## src/pkg/ivc_consts.svh

```systemverilog
// Constants for the interrupt vector and control block.
// Assumes inclusion by the design file only.
`ifndef IVC_CONSTS_SVH
`define IVC_CONSTS_SVH
`define IVC_FIX_UNDEF 20'hF_FFDC
`define IVC_FIX_OVFL 20'hF_FFE0
`define IVC_FIX_BREAK 20'hF_FFE4
`define IVC_FIX_AMATCH 20'hF_FFE8
`define IVC_FIX_SSTEP 20'hF_FFEC
`define IVC_FIX_DBGBRK 20'hF_FFF4
`define IVC_ENTRY_BYTES 3'h4
`define IVC_ALL_ONES 8'hFF
`define IVC_SRC_BITS 5'h1F
`define IVC_RESERVED_MASK 32'h8000_00E0
`define IVC_UNUSED_MASK 32'h0000_000F
`define IVC_LVL_OFF 3'h0
`define IVC_ICR_RESET 4'h0
`define IVC_TBASE_RESET 20'h0_0000
`endif

```

## src/pkg/ivc_pkg.sv

```systemverilog
// Types for the interrupt vector and control block.
// Assumes a single clock domain.
package ivc_pkg;
  typedef enum logic [2:0] {
    IVC_IDLE, IVC_RD0, IVC_RD1, IVC_RD2, IVC_CHKBRK, IVC_DONE
  } ivc_state_t;
  typedef enum logic [2:0] {
    IVC_K_NONE, IVC_K_UNDEF, IVC_K_OVFL, IVC_K_BREAK, IVC_K_AMATCH, IVC_K_SWINT, IVC_K_PERIPH
  } ivc_kind_t;
endpackage : ivc_pkg

```

## src/logic/ivc_vector_ctrl.sv

```systemverilog
// Interrupt selection and vector fetch: picks a trap or peripheral request,
// reads the four-byte vector entry over a byte port and hands back the routine start.
// Assumes the core holds its instruction stream while busy is high and the
// memory port answers every read with rdValid some cycles later.
// levelSelect is not read: levels arrive through the control register writes.
// Fixed traps other than break leave acceptedNumber as it was; read it for numbered vectors only.
// A source rewritten while it can request may lose that request.
// Operation
// Accepted request fetches its vector entry, then core continues at that address.
// Fixed vectors sit from FFFDC to FFFFF, four bytes each.
// Undefined-opcode trap uses FFFDC; overflow trap uses FFFE0.
// Break uses FFFE4 unless all FF, then variable-table break entry.
// Address-match uses FFFE8, gated by its own enable bit.
// Single-step and debugger-break vectors are for debug tools only.
// Variable entry address is table base plus byte offset 0 to 255.
// Number 0 serves break and ignores the global mask flag.
// Display events at 4 and 8, data slicer 19, vertical sync 20.
// Serial sources at numbers 9, 10, 13, 15, 16, 17, 18.
// Transfer channels at 11 and 12; conversion done at 14.
// A-group timers at 21 to 25; B-group timers at 26 to 28.
// External request pins at numbers 29 and 30.
// Numbers 5, 6, 7 and 31 have no request connected.
// Numbers 32 to 63 only by instruction, never masked.
// Each source has a request bit and a priority field.
// Global enable and threshold live in the processor flag word.
// Software rewrites a control register only when its source is quiet.
// Accept when enable set, request set and priority above threshold.
// Levels 0 to 7, 7 highest; level 0 never accepted.
// Hardware sets request, clears on accept; software may only clear.
// Entry holds 20-bit address, low byte first, upper bits ignored.
// Ties at one level go to the lowest source number.
`timescale 1ns/100ps
`default_nettype none
`include "ivc_consts.svh"
module ivc_vector_ctrl
  import ivc_pkg::*;
#(
  parameter int NSRC = 32
) (
  input wire logic clock,
  input wire logic rstn,
  input wire logic [NSRC-1:0] periphEvent,
  input wire logic [NSRC-1:0] icrWrite,
  input wire logic [3:0] icrWrData,
  input wire logic [NSRC*3-1:0] levelSelect,
  input wire logic [19:0] vectorTableBase,
  input wire logic globalEnable,
  input wire logic [2:0] processorPriorityThreshold,
  input wire logic addressMatchEnable,
  input wire logic addressMatchHit,
  input wire logic undefinedOpcodeTrap,
  input wire logic overflowTrap,
  input wire logic breakInstruction,
  input wire logic softIntStrobe,
  input wire logic [5:0] softIntNumber,
  input wire logic instrBoundary,
  output logic [NSRC-1:0] requestPending,
  output logic [NSRC*4-1:0] icrReadback,
  output logic rdReq,
  output logic [19:0] rdAddr,
  input wire logic rdValid,
  input wire logic [7:0] rdData,
  output logic busy,
  output logic vectorValid,
  output logic [19:0] vectorAddr,
  output logic [5:0] acceptedNumber,
  output logic [2:0] acceptedLevel,
  output logic acceptedMaskable
);

  // ----------------------------------------------------------------
  // State
  // ----------------------------------------------------------------
  typedef struct packed {
    ivc_state_t st;
    ivc_kind_t kind;
    logic [NSRC-1:0] req;
    logic [NSRC*3-1:0] lvl;
    logic [19:0] addr;
    logic [23:0] shift;
    logic [5:0] num;
    logic [2:0] level;
    logic maskable;
    logic valid;
  } ivc_regs_t;

  ivc_regs_t s_q;
  ivc_regs_t s_d;

  localparam logic [NSRC-1:0] CONNECTED =
    NSRC'(~`IVC_RESERVED_MASK & ~`IVC_UNUSED_MASK) | NSRC'(32'h0000_0010);

  function automatic logic [19:0] varEntry(input logic [19:0] base, input logic [5:0] n);
    varEntry = base + {12'h000, n, 2'b00};
  endfunction : varEntry

  function automatic logic [2:0] lvlOf(input logic [NSRC*3-1:0] l, input int i);
    lvlOf = l[i*3 +: 3];
  endfunction : lvlOf

  function automatic logic [23:0] shiftIn(input logic [23:0] prev, input logic [7:0] b);
    shiftIn = {b, prev[23:8]};
  endfunction : shiftIn

  function automatic logic isFetch(input ivc_state_t st);
    isFetch = (st == IVC_RD0) || (st == IVC_RD1) || (st == IVC_RD2) || (st == IVC_CHKBRK);
  endfunction : isFetch

  // ----------------------------------------------------------------
  // Priority resolution
  // ----------------------------------------------------------------
  logic winHit;
  logic [4:0] winIdx;
  logic [2:0] winLvl;

  always_comb begin
    winHit = 1'b0;
    winIdx = 5'h00;
    winLvl = `IVC_LVL_OFF;
    // Strict greater keeps the lowest index on a tie
    for (int i = 0; i < NSRC; i++) begin
      if (s_q.req[i] && CONNECTED[i] && lvlOf(s_q.lvl, i) != `IVC_LVL_OFF
          && lvlOf(s_q.lvl, i) > processorPriorityThreshold
          && (!winHit || lvlOf(s_q.lvl, i) > winLvl)) begin
        winHit = 1'b1;
        winIdx = 5'(i);
        winLvl = lvlOf(s_q.lvl, i);
      end
    end
  end

  // ----------------------------------------------------------------
  // Control registers
  // ----------------------------------------------------------------
  logic [NSRC-1:0] reqNext;
  logic [NSRC*3-1:0] lvlNext;

  always_comb begin
    reqNext = s_q.req;
    lvlNext = s_q.lvl;
    // Hardware set beats software clear in the same cycle
    for (int i = 0; i < NSRC; i++) begin
      if (icrWrite[i]) begin
        if (!icrWrData[3]) begin
          reqNext[i] = 1'b0; // Software cannot set the bit
        end
        lvlNext[i*3 +: 3] = icrWrData[2:0];
      end
      if (periphEvent[i] && CONNECTED[i]) begin
        reqNext[i] = 1'b1;
      end
    end
  end

  // ----------------------------------------------------------------
  // Request selection
  // ----------------------------------------------------------------
  logic takeGo;
  ivc_kind_t takeKind;
  logic [19:0] takeAddr;
  logic [5:0] takeNum;
  logic [2:0] takeLevel;
  logic takeMaskable;

  always_comb begin
    takeGo = 1'b0;
    takeKind = IVC_K_NONE;
    takeAddr = 20'h0_0000;
    takeNum = s_q.num;
    takeLevel = s_q.level;
    takeMaskable = 1'b0;
    // Undefined and overflow traps first, then break, address match, the soft instruction form, then peripherals
    if (undefinedOpcodeTrap) begin
      takeGo = 1'b1;
      takeKind = IVC_K_UNDEF;
      takeAddr = `IVC_FIX_UNDEF;
    end else if (overflowTrap) begin
      takeGo = 1'b1;
      takeKind = IVC_K_OVFL;
      takeAddr = `IVC_FIX_OVFL;
    end else if (breakInstruction) begin
      takeGo = 1'b1;
      takeKind = IVC_K_BREAK;
      takeAddr = `IVC_FIX_BREAK;
      takeNum = 6'h00;
    end else if (addressMatchHit && addressMatchEnable) begin
      takeGo = 1'b1;
      takeKind = IVC_K_AMATCH;
      takeAddr = `IVC_FIX_AMATCH;
    end else if (softIntStrobe) begin
      // Instruction form ignores the mask flag for every number
      takeGo = 1'b1;
      takeKind = IVC_K_SWINT;
      takeNum = softIntNumber;
      takeAddr = varEntry(vectorTableBase, softIntNumber);
    end else if (globalEnable && winHit) begin
      takeGo = 1'b1;
      takeKind = IVC_K_PERIPH;
      takeNum = {1'b0, winIdx};
      takeLevel = winLvl;
      takeAddr = varEntry(vectorTableBase, {1'b0, winIdx});
      takeMaskable = 1'b1;
    end
  end

  // ----------------------------------------------------------------
  // Next state
  // ----------------------------------------------------------------
  always_comb begin
    s_d = s_q;
    s_d.valid = 1'b0;
    s_d.req = reqNext;
    s_d.lvl = lvlNext;
    case (s_q.st)
      IVC_IDLE: begin
        // Trap and instruction triggers seen while busy are dropped, the core holds them; peripheral events stay in req
        if (instrBoundary && takeGo) begin
          s_d.kind = takeKind;
          s_d.addr = takeAddr;
          s_d.num = takeNum;
          s_d.level = takeLevel;
          s_d.maskable = takeMaskable;
          if (takeMaskable) begin
            // Clear at accept wins over a new event for the same source
            s_d.req[winIdx] = 1'b0;
          end
          s_d.st = IVC_RD0;
        end
      end
      IVC_RD0: begin
        if (rdValid) begin
          s_d.shift = shiftIn(s_q.shift, rdData); // Low byte first
          s_d.addr = s_q.addr + 20'h0_0001;
          s_d.st = IVC_RD1;
        end
      end
      IVC_RD1: begin
        if (rdValid) begin
          s_d.shift = shiftIn(s_q.shift, rdData);
          s_d.addr = s_q.addr + 20'h0_0001;
          s_d.st = IVC_RD2;
        end
      end
      IVC_RD2: begin
        if (rdValid) begin
          s_d.shift = shiftIn(s_q.shift, rdData);
          s_d.addr = s_q.addr + 20'h0_0001;
          s_d.st = IVC_CHKBRK;
        end
      end
      IVC_CHKBRK: begin
        // Fourth byte is read only for the all-ones check; upper bits ignored
        if (rdValid) begin
          if (s_q.kind == IVC_K_BREAK && rdData == `IVC_ALL_ONES
              && s_q.shift == {3{`IVC_ALL_ONES}}) begin
            s_d.kind = IVC_K_SWINT;
            s_d.addr = varEntry(vectorTableBase, 6'h00);
            s_d.st = IVC_RD0;
          end else begin
            s_d.st = IVC_DONE;
          end
        end
      end
      IVC_DONE: begin
        s_d.valid = 1'b1;
        s_d.st = IVC_IDLE;
      end
      default: begin
        s_d.st = IVC_IDLE;
      end
    endcase
  end

  always_ff @(posedge clock or negedge rstn) begin
    if (!rstn) begin
      s_q <= '0;
    end else begin
      s_q <= s_d;
    end
  end

  // ----------------------------------------------------------------
  // Outputs
  // ----------------------------------------------------------------
  always_comb begin
    for (int i = 0; i < NSRC; i++) begin
      icrReadback[i*4 +: 4] = {s_q.req[i], s_q.lvl[i*3 +: 3]};
    end
  end

  assign requestPending = s_q.req;
  // The fourth byte is fetched even for plain vectors; one extra read per entry fetched
  assign rdReq = isFetch(s_q.st);
  assign rdAddr = s_q.addr;
  assign busy = (s_q.st != IVC_IDLE);
  assign vectorValid = s_q.valid;
  assign vectorAddr = s_q.shift[19:0];
  assign acceptedNumber = s_q.num;
  assign acceptedLevel = s_q.level;
  assign acceptedMaskable = s_q.maskable;

endmodule : ivc_vector_ctrl
`default_nettype wire

```

## config.mk

```make
export PLATFORM = sky130hd
export DESIGN_NAME = ivc_vector_ctrl
export DESIGN_NICKNAME = d
export VERILOG_FILES = /design/src/pkg/ivc_pkg.sv /design/src/logic/ivc_vector_ctrl.sv
export VERILOG_INCLUDE_DIRS = /design/src /design/src/pkg
export SDC_FILE = /design/constraint.sdc
export NUM_CORES = 1
export LEC_CHECK = 0
export BUFFER_PORTS_ARGS = -buffer_cell sky130_fd_sc_hd__buf_2
export CAP_MARGIN = 20
export CELL_PAD_IN_SITES_DETAIL_PLACEMENT = 1
export CELL_PAD_IN_SITES_GLOBAL_PLACEMENT = 1
export CORE_UTILIZATION = 40
export DETAILED_ROUTE_END_ITERATION = 6
export GPL_ROUTABILITY_DRIVEN = 0
export PLACE_DENSITY_LB_ADDON = 0.3
export SYNTH_ARGS = -nofsm -noshare
export SYNTH_HDL_FRONTEND = slang
export SYNTH_SLANG_ARGS = --single-unit
```

## constraint.sdc

```tcl
create_clock -name clock -period 48.2 [get_ports clock]
set_input_delay 2.41 -clock clock [delete_from_list [all_inputs] [get_ports clock]]
set_output_delay 2.41 -clock clock [all_outputs]
set_load 0.03 [all_outputs]
```

# Yosys cells after proc, flatten, opt, wreduce, memory -nomap -nowiden
# Index checks and enable logic that the tools add are counted.
# W data, S select, Z words.
# classes
add_sub_neg	3
magnitude_cmp	49
n_eq_ne	16
mux	206
n_bitwise	7
reduce_logical	163
# op_table
op	count
$mux W20	9
$gt A3 B3 Y1	47
$mux W1	125
$mux W3	36
$reduce_bool A3 Y1	27
$logic_and A1 B1 Y1	77
$mux W5	15
$mux W32	2
$pmux W20 S3	1
$mux W44	1
$mux W38	1
$and A32 B32 Y32	1
$mux W4	8
$not A32 Y32	1
$mux W6	5
$logic_or A1 B1 Y1	26
$eq A24 B24 Y1 const B	1
$logic_not A1 Y1	23
$add A20 B1 Y20 const B	1
$add A20 B7 Y20	1
$add A20 B8 Y20	1
$pmux W3 S5	1
$ne A2 B2 Y1 const B	7
$reduce_and A5 Y1	2
other kinds (17)	25
# word_totals
reg_bits	189
input_bits	212
out_inout_bits	213
word_cells	485

# Logic depth before layout (Yosys ltp)
# Gate-level depths: netlist (run 1).
# logic_depth
ltp_word	106
depth_mapped	215

# Worst setup path after synthesis (run 1)
# No wires, ideal clock.
# synth_timing
path_kind	input-to-reg
startpoint	in processorPriorityThreshold[1]
endpoint	reg s_q (netlist bit rdAddr[15])
setup_ns	0.132
t_arrival_ns	36.057
required_ns	48.068
setup_slack_ns	12.010
path_stages	191
path_buffers	3
cell_sequence	inv_1 -> ha_1 -> nor2b_1 -> o21a_1 -> o21ai_1 -> nor2_1 -> ha_1 -> nand3b_1 -> a32o_1 -> or3_1 -> and3_1 -> a21oi_1 -> ha_1 -> nor2b_1 -> o21a_1 -> o21ai_0 -> o21ai_1 -> a221o_1 -> [... 155 more ...] -> a21boi_1 -> or3_1 -> a31oi_2 -> inv_2 -> ha_1 -> a21oi_1 -> nand2_1 -> a31oi_1 -> nor2b_1 -> nor2b_1 -> and2_1 -> clkbuf_1 -> nand3_1 -> xnor2_1 -> a22oi_1 -> a21oi_1 -> a211oi_1 -> o22ai_1
# synth_between
elab_chain_len	105
elab_cells_between_ends	230
classes_between	add/sub: 1; order compare: 47; eq/ne: 1; mux: 85; reduce/logical: 96
# synth_rtl
element	line_no	source
start: declaration	ivc_vector_ctrl.sv:48	input wire logic [2:0] processorPriorityThreshold,
branches (longest 105 deep; another with $gt A3 B3 Y1)	--	
end signal: assignment	ivc_vector_ctrl.sv:276	s_q <= '0;
end signal: assignment	ivc_vector_ctrl.sv:278	s_q <= s_d;
end: declaration	ivc_vector_ctrl.sv:87	ivc_regs_t s_q;
# Several ways; the timed one is not identified. The select of a mux whose other input is x is not followed.
# A chain may end at the register's enable or synchronous reset.

# Final worst setup path (run 1)
# Ends and elaborated chain as after synthesis.

==> metrics.cfg, run 1 <==
[worst_hold_path]
hp-start=acceptedMaskable
holdPathEnd=acceptedMaskable
min_path_cells=2
hold_path.class=flip-flop to flip-flop

[route]
dr.pass1.iters=5
drt-initial-drc-count=590
drtAntennaViolNets=0
via_per_inst=5.68
drc=0
wl_per_cell_um=20.9
num_vias=14100
routed_wl_um=52000

[floorplanning]
die_x_um=201
die_h_um=201
start_util=0.408
dieArea_um2=40500
io-pin-count=425
fp-row-count=72
core_um2=38900

[sta]
clock.fmax_ghz=0.0234
slew_headroom=0.345
rsz0062_at_grt=false
finalClockSkew_ns=0.0237
fin_ws_ns=5.38
tightest_slew_ns=0.982
hold_ws_ns=0.474
hold_viol=0
drv_slew=0
period_needed_ns=42.82
finalSetupViolations=0
finalCritPeriodShare=0.888
tns_ns=0

[clocking]
post_cts_buffers=0
clkLatencyLatePin_ns=0.49
cts.path.max_buffers=2
ctsResizeCount=0
path_clk_slew_ns=0.08
hold_buffers=0
numClockSinks=189
ctsHtreeMaxLevel=4
cts_buffers=17
cts_tree=yes
root_buffer=clkbuf_16

[critical_path]
crit_top_cell=a21oi_1
critPathMaxFanout=24
rrSetupSlack_ns=7.44
rr_endpoint=rdAddr[15]
reg2reg_depth=193
cp.required_ns=48.54
arrival_ns=43.16
cp_num_buf_inv=15
crit_family=compound AO/OA/AOI/OAI gates
crit_path_max_incr_delay_ns=0.71
slowest_stage=a21oi_1
worst_setup_path_end_kind=flip-flop
critical_path_class=input pin to flip-flop
reg2reg_from=icrReadback[17]
crit_path_start_kind=input pin

[pwr]
p_leak_nw=8.11
p_per_area_nw_per_um2=71.1
ir_worst_vdd_mv=0.0416
totalPowerFinal_mw=1.21

[synthesis]
ys_types=99
synth_nets=2213
synthesis.area_um2=15900
synth_ff_type=dfrtp_1
syn_inst=1858
ys_warn_count=0
synth_edf_count=0
ys_seq_area_frac=0.298
syn_avg_cell_area_um2=8.54
synth-async-reset-ratio=1.00
ys_seq_elements=189

[finish]
nNetsFinal=2306
regArea_um2=4730
multi_input_area_um2=9010
area_growth_pct=7.42
nFillCells=4728
drive_above_1_share=0.247

[global_route]
grt_use_met3=0.0507
grt_max_degree=68
antenna_found_initial=5
grt_use_met1=0.326
grt_pass1_wl_um=81800
gr-max-usage-layer=met2
grt_overflow_total=0
gr-usage-met2=0.431
grt_pass1_vias=14600
grt_usage=0.259

[placed_design]
pre_cts_slack_ns=5.44
port_buffers=320
dp_hpwl_um=39300

[status]
status=finished clean

[run]
max-cap-violations=0

==> sequential cells by signal (all words and copies together), names as in the netlist <==
| signal | count |
|---|---|
| acceptedLevel | 3 |
| rdAddr | 20 |
| acceptedNumber | 6 |
| vectorAddr | 20 |
| vectorValid | 1 |
| acceptedMaskable | 1 |
| requestPending | 32 |
| s_q | 10 |
| icrReadback | 96 |
==> Yosys cell counts, drive strengths merged (5+ instances only) <==
library cell	n	area share
dfrtp	189	0.30
a31oi	17	0.0079
clkbuf	35	0.0083
a221oi	10	0.0059
a22oi	10	0.0050
nand3b	5	0.0024
ha	141	0.11
nor4	7	0.0045
a22o	11	0.0062
or2	12	0.0047
nand2	234	0.055
mux2	71	0.050
o31ai	28	0.015
o22ai	11	0.0043
nand3	36	0.011
a21boi	14	0.0073
xnor2	15	0.0083
and3	24	0.0095
a21o	27	0.013
inv	101	0.024
nor2b	31	0.012
o21a	24	0.011
o21ai	135	0.044
xor2	23	0.013
nor2	108	0.026
o21bai	5	0.0031
o311ai	7	0.0039
a311oi	15	0.0087
or3	11	0.0047
buf	220	0.10
nor3	21	0.0076
a211oi	6	0.0032
o211ai	10	0.0062
and2	12	0.0047
nand4	11	0.0043
a21oi	143	0.045
mux2i	7	0.0044
nand2b	8	0.0032
==> worst max path at each step <==
stage / depth (start not counted) / endpoint / from
finish: 196 / rdAddr[15] / processorPriorityThreshold[1]
global route: 196 / rdAddr[15] / processorPriorityThreshold[1]
CTS: 194 / rdAddr[15] / processorPriorityThreshold[1]
detailed placement: 194 / rdAddr[15] / processorPriorityThreshold[1]
global placement: 192 / rdAddr[15] / processorPriorityThreshold[1]
floorplan: 191 / rdAddr[15] / processorPriorityThreshold[1]
==> cell families (layout without fill, tap and decap cells) <==
group                    Yosys count  count (layout)  synth area share
flip-flops                       189             189             0.298
AND/OR/NAND/NOR                  529             529             0.157
other                              0               1                 0
buffers and inverters            356             462             0.134
multiplexers                      78              78            0.0548
adder cells (fa/ha/maj)          144             144             0.114
AO/OA/AOI/OAI                    524             524             0.221
XOR/XNOR                          38              38            0.0210
==> through the flow <==
step | utilization | cell area (um^2) | std cells
2_1_floorplan | - | 15900 | 1858
3_3_place_gp | 0.422 | 16400 | 2450
3_5_place_dp | 0.422 | 16400 | 2450
4_1_cts | 0.438 | 17000 | 2482
5_1_grt | 0.438 | 17000 | 2483
6_report | 0.438 | 17000 | 2483
==> tightest hold or removal path, delay by kind of cell, from the launching register on <==
kind	cells	cell delay, ns
and+or+nand+nor	2	0.10
DFF	1	0.34
==> power breakdown <==
group,switching (mW),total [mW],internal [mW]
combinational,0.517,0.835,0.318
clock,0.0737,0.149,0.0750
sequential,0.0387,0.229,0.190
total,0.629,1.21,0.583
==> routing by layer <==
layer / vias to the layer above / routed length [um]
met4: 8 / 1820
met2: 347 / 25000
met3: 96 / 2440
met1: 7025 / 22700
li1: 6621 / -
met5: - / 46
==> cells in the final DEF, fill, tap and decap left out, types with 11 or more instances in the layout <==
| cell | Yosys | routed |
|---|---|---|
| a21o_1 | 27 | 27 |
| a21oi_1 | 142 | 142 |
| a311oi_1 | 14 | 14 |
| a31oi_1 | 14 | 14 |
| and2_1 | 12 | 12 |
| and3_1 | 24 | 24 |
| buf_2 | 6 | 319 |
| clkbuf_16 | 0 | 17 |
| dfrtp_1 | 189 | 189 |
| ha_1 | 141 | 141 |
| inv_1 | 98 | 98 |
| mux2_2 | 71 | 71 |
| nand2_1 | 234 | 234 |
| nand3_1 | 36 | 36 |
| nand4_1 | 11 | 11 |
| nor2_1 | 104 | 103 |
| nor2b_1 | 31 | 31 |
| nor3_1 | 18 | 18 |
| o21a_1 | 23 | 23 |
| o21ai_0 | 115 | 115 |
| o21ai_1 | 15 | 15 |
| o22ai_1 | 11 | 11 |
| o31ai_1 | 25 | 25 |
| xnor2_1 | 15 | 15 |
| xor2_1 | 23 | 23 |
==> final cells by class <==
cell class                      count  area share
Clock buffer                       19      0.0260
Timing Repair Buffer              329      0.0984
Inverter                          101      0.0222
Tap cell                          518      0.0380
Multi-Input combinational cell   1313       0.528
Sequential cell                   189       0.277
Clock inverter                     13     0.00918
Antenna cell                        1    0.000147
Note: power is estimated with default switching activity, not from simulation.
==> inputs of run 2 (changes only) <==
--- a/config.mk
+++ b/config.mk
@@ -8,9 +8,9 @@
 export LEC_CHECK = 0
 export BUFFER_PORTS_ARGS = -buffer_cell sky130_fd_sc_hd__buf_2
 export CAP_MARGIN = 20
-export CELL_PAD_IN_SITES_DETAIL_PLACEMENT = 1
-export CELL_PAD_IN_SITES_GLOBAL_PLACEMENT = 1
-export CORE_UTILIZATION = 40
+export CELL_PAD_IN_SITES_DETAIL_PLACEMENT = 0
+export CELL_PAD_IN_SITES_GLOBAL_PLACEMENT = 2
+export CORE_UTILIZATION = 32
 export DETAILED_ROUTE_END_ITERATION = 6
 export GPL_ROUTABILITY_DRIVEN = 0
 export PLACE_DENSITY_LB_ADDON = 0.3
==> constraint.sdc (replaced) <==
create_clock -name clock -period 48.2 [get_ports clock]
set_input_delay 0 -clock clock [delete_from_list [all_inputs] [get_ports clock]]
set_output_delay 0 -clock clock [all_outputs]
set_load 0.03 [all_outputs]
==> run 2 against run 1 <==
  * Power down 0.29%
  * Worst hold slack got worse by 0.43 ns
  * Wire length grew 2.8%
  * Worst setup slack better by 2.5 ns
  * Fmax grew 6.2%
  * Via count is 0.15% higher
  * Sequential power barely moved
  * Largest cell class unchanged
  * Highest routed layer unchanged
==> metrics.cfg, run 2 (synthesis results as in run 1) <==
[finish]
largest_reg_flops=96
nNetsFinal=2406
mostFrequentLayoutCell=buf_2
drive_above_1_share=0.235
final_cell_mix=buf_2, nand2_1, dfrtp_1
n_antenna_cell=0
area_growth_pct=14.9

[worst_hold_path]
hold_path.class=input pin to flip-flop
min_path_cells=5
holdPathEnd=rdAddr[14]
hp-start=vectorTableBase[14]

[pwr]
swShare=0.516
p_leak_nw=8.54
totalPowerFinal_mw=1.21
ir_worst_vdd_mv=0.0394
switching_power_mw=0.623
seqPwrFrac=0.190
p_per_area_nw_per_um2=66.3
cellInternalPower_mw=0.586
comb_power_share=0.685
clkPwrFrac=0.125

[critical_path]
critical_path_class=flip-flop to flip-flop
critPathMaxFanout=12
reg2reg_depth=189
crit_top_cell=a21oi_1
rrSetupSlack_ns=7.87
crit_path_max_incr_delay_ns=0.69
cp_num_buf_inv=10
crit_family=compound AO/OA/AOI/OAI gates
slowest_stage=a21oi_1
cp.required_ns=48.57
worst_setup_path_end_kind=flip-flop
arrival_ns=40.71
crit_path_start_kind=flip-flop
reg2reg_from=icrReadback[17]
rr_endpoint=rdAddr[15]

[global_route]
grt_pass1_wl_um=82500
grt_usage=0.215
grt_overflow_total=0
grt_pass1_vias=13900
grt_max_degree=73
antenna_found_initial=3

[sta]
clock.fmax_ghz=0.0248
rsz0062_at_grt=false
finalClockSkew_ns=0.0161
drv_slew=0
slew_headroom=0.322
hold_viol=0
tns_ns=0
finalCritPeriodShare=0.837
tightest_slew_ns=1.02
period_needed_ns=40.33
finalSetupViolations=0

[placed_design]
port_buffers=320
dp_hpwl_um=39800

[route]
routed_wl_um=53500
num_vias=14100
dr.pass1.iters=5
wl_per_cell_um=19.6
drtAntennaViolNets=0
via_per_inst=5.18
drc=0
drt-initial-drc-count=769

[clocking]
cts_tree=yes
root_buffer=clkbuf_16
cts_buffers=17
ctsResizeCount=0
post_cts_buffers=0
path_clk_slew_ns=0.08
ctsHtreeMaxLevel=4
numClockSinks=189
hold_buffers=100
cts.path.max_buffers=2
clkLatencyLatePin_ns=0.50

[floorplanning]
io-pin-count=425
dieArea_um2=50500
core_um2=49000
start_util=0.324
fp-row-count=81
die_x_um=225
die_h_um=225

[run]
max-cap-violations=0

[status]
status=finished clean

==> run 2: per-stage QoR <==
stage / hold slack [ns] / setup slack (ns) / instance area (um^2) / instances / util
final: 0.0410 / 7.87 / 18200 / 2728 / 0.372
after global routing: 0.0413 / 4.07 / 18200 / 2728 / 0.372
after CTS: 0.00292 / 8.02 / 18200 / 2728 / 0.372
after detailed placement: 0.0731 / 8.08 / 16600 / 2596 / 0.340
after global placement: 0.0678 / 8.47 / 16600 / 2596 / 0.340
after floorplan: -0.296 / 14.42 / 15900 / 1858 / -
==> run 2: worst max-delay path by stage <==
stage,startpoint,endpoint,slack (ns),cells after the start
final,icrReadback[17],rdAddr[15],7.87,189
after floorplan,processorPriorityThreshold[1],rdAddr[15],14.42,191
after CTS,icrReadback[17],rdAddr[15],8.02,189
after global routing,icrReadback[17],rdAddr[15],4.07,192
after detailed placement,processorPriorityThreshold[1],rdAddr[15],8.08,192
after global placement,processorPriorityThreshold[1],rdAddr[15],8.47,190
==> run 2: final cells by class <==
cell class / instances / area (um^2)
Clock buffer: 17 / 425
Clock inverter: 15 / 175
Fill cell: 5110 / 30700
Inverter: 101 / 379
Multi-Input combinational cell: 1313 / 9010
Sequential cell: 189 / 4730
Tap cell: 664 / 831
Timing Repair Buffer: 429 / 2680
==> run 2: power groups by stage <==
stage | registers [mW] | logic (mW) | clock network, mW
after floorplan | 0.218 | 0.660 | 0
after global placement | 0.232 | 0.808 | 0
after detailed placement | 0.232 | 0.822 | 0
after CTS | 0.230 | 0.833 | 0.158
after global routing | 0.235 | 0.932 | 0.163
final | 0.229 | 0.829 | 0.151
==> run 2: metal layers <==
layer	routed length, um	GRT usage	share of wire	vias to the layer above
met5	29	0	0.00054	-
met4	1380	0.0790	0.026	6
met3	2510	0.0457	0.047	62
met2	24700	0.344	0.46	329
met1	24800	0.285	0.46	6897
li1	-	-	-	6824
==> run 2: tightest hold or removal path, stage by stage <==
cell	delay [ns]
buf_2	0.16
nor2_1	0.12
nor2_1	0.05
a21oi_1	0.11
o31ai_1	0.08
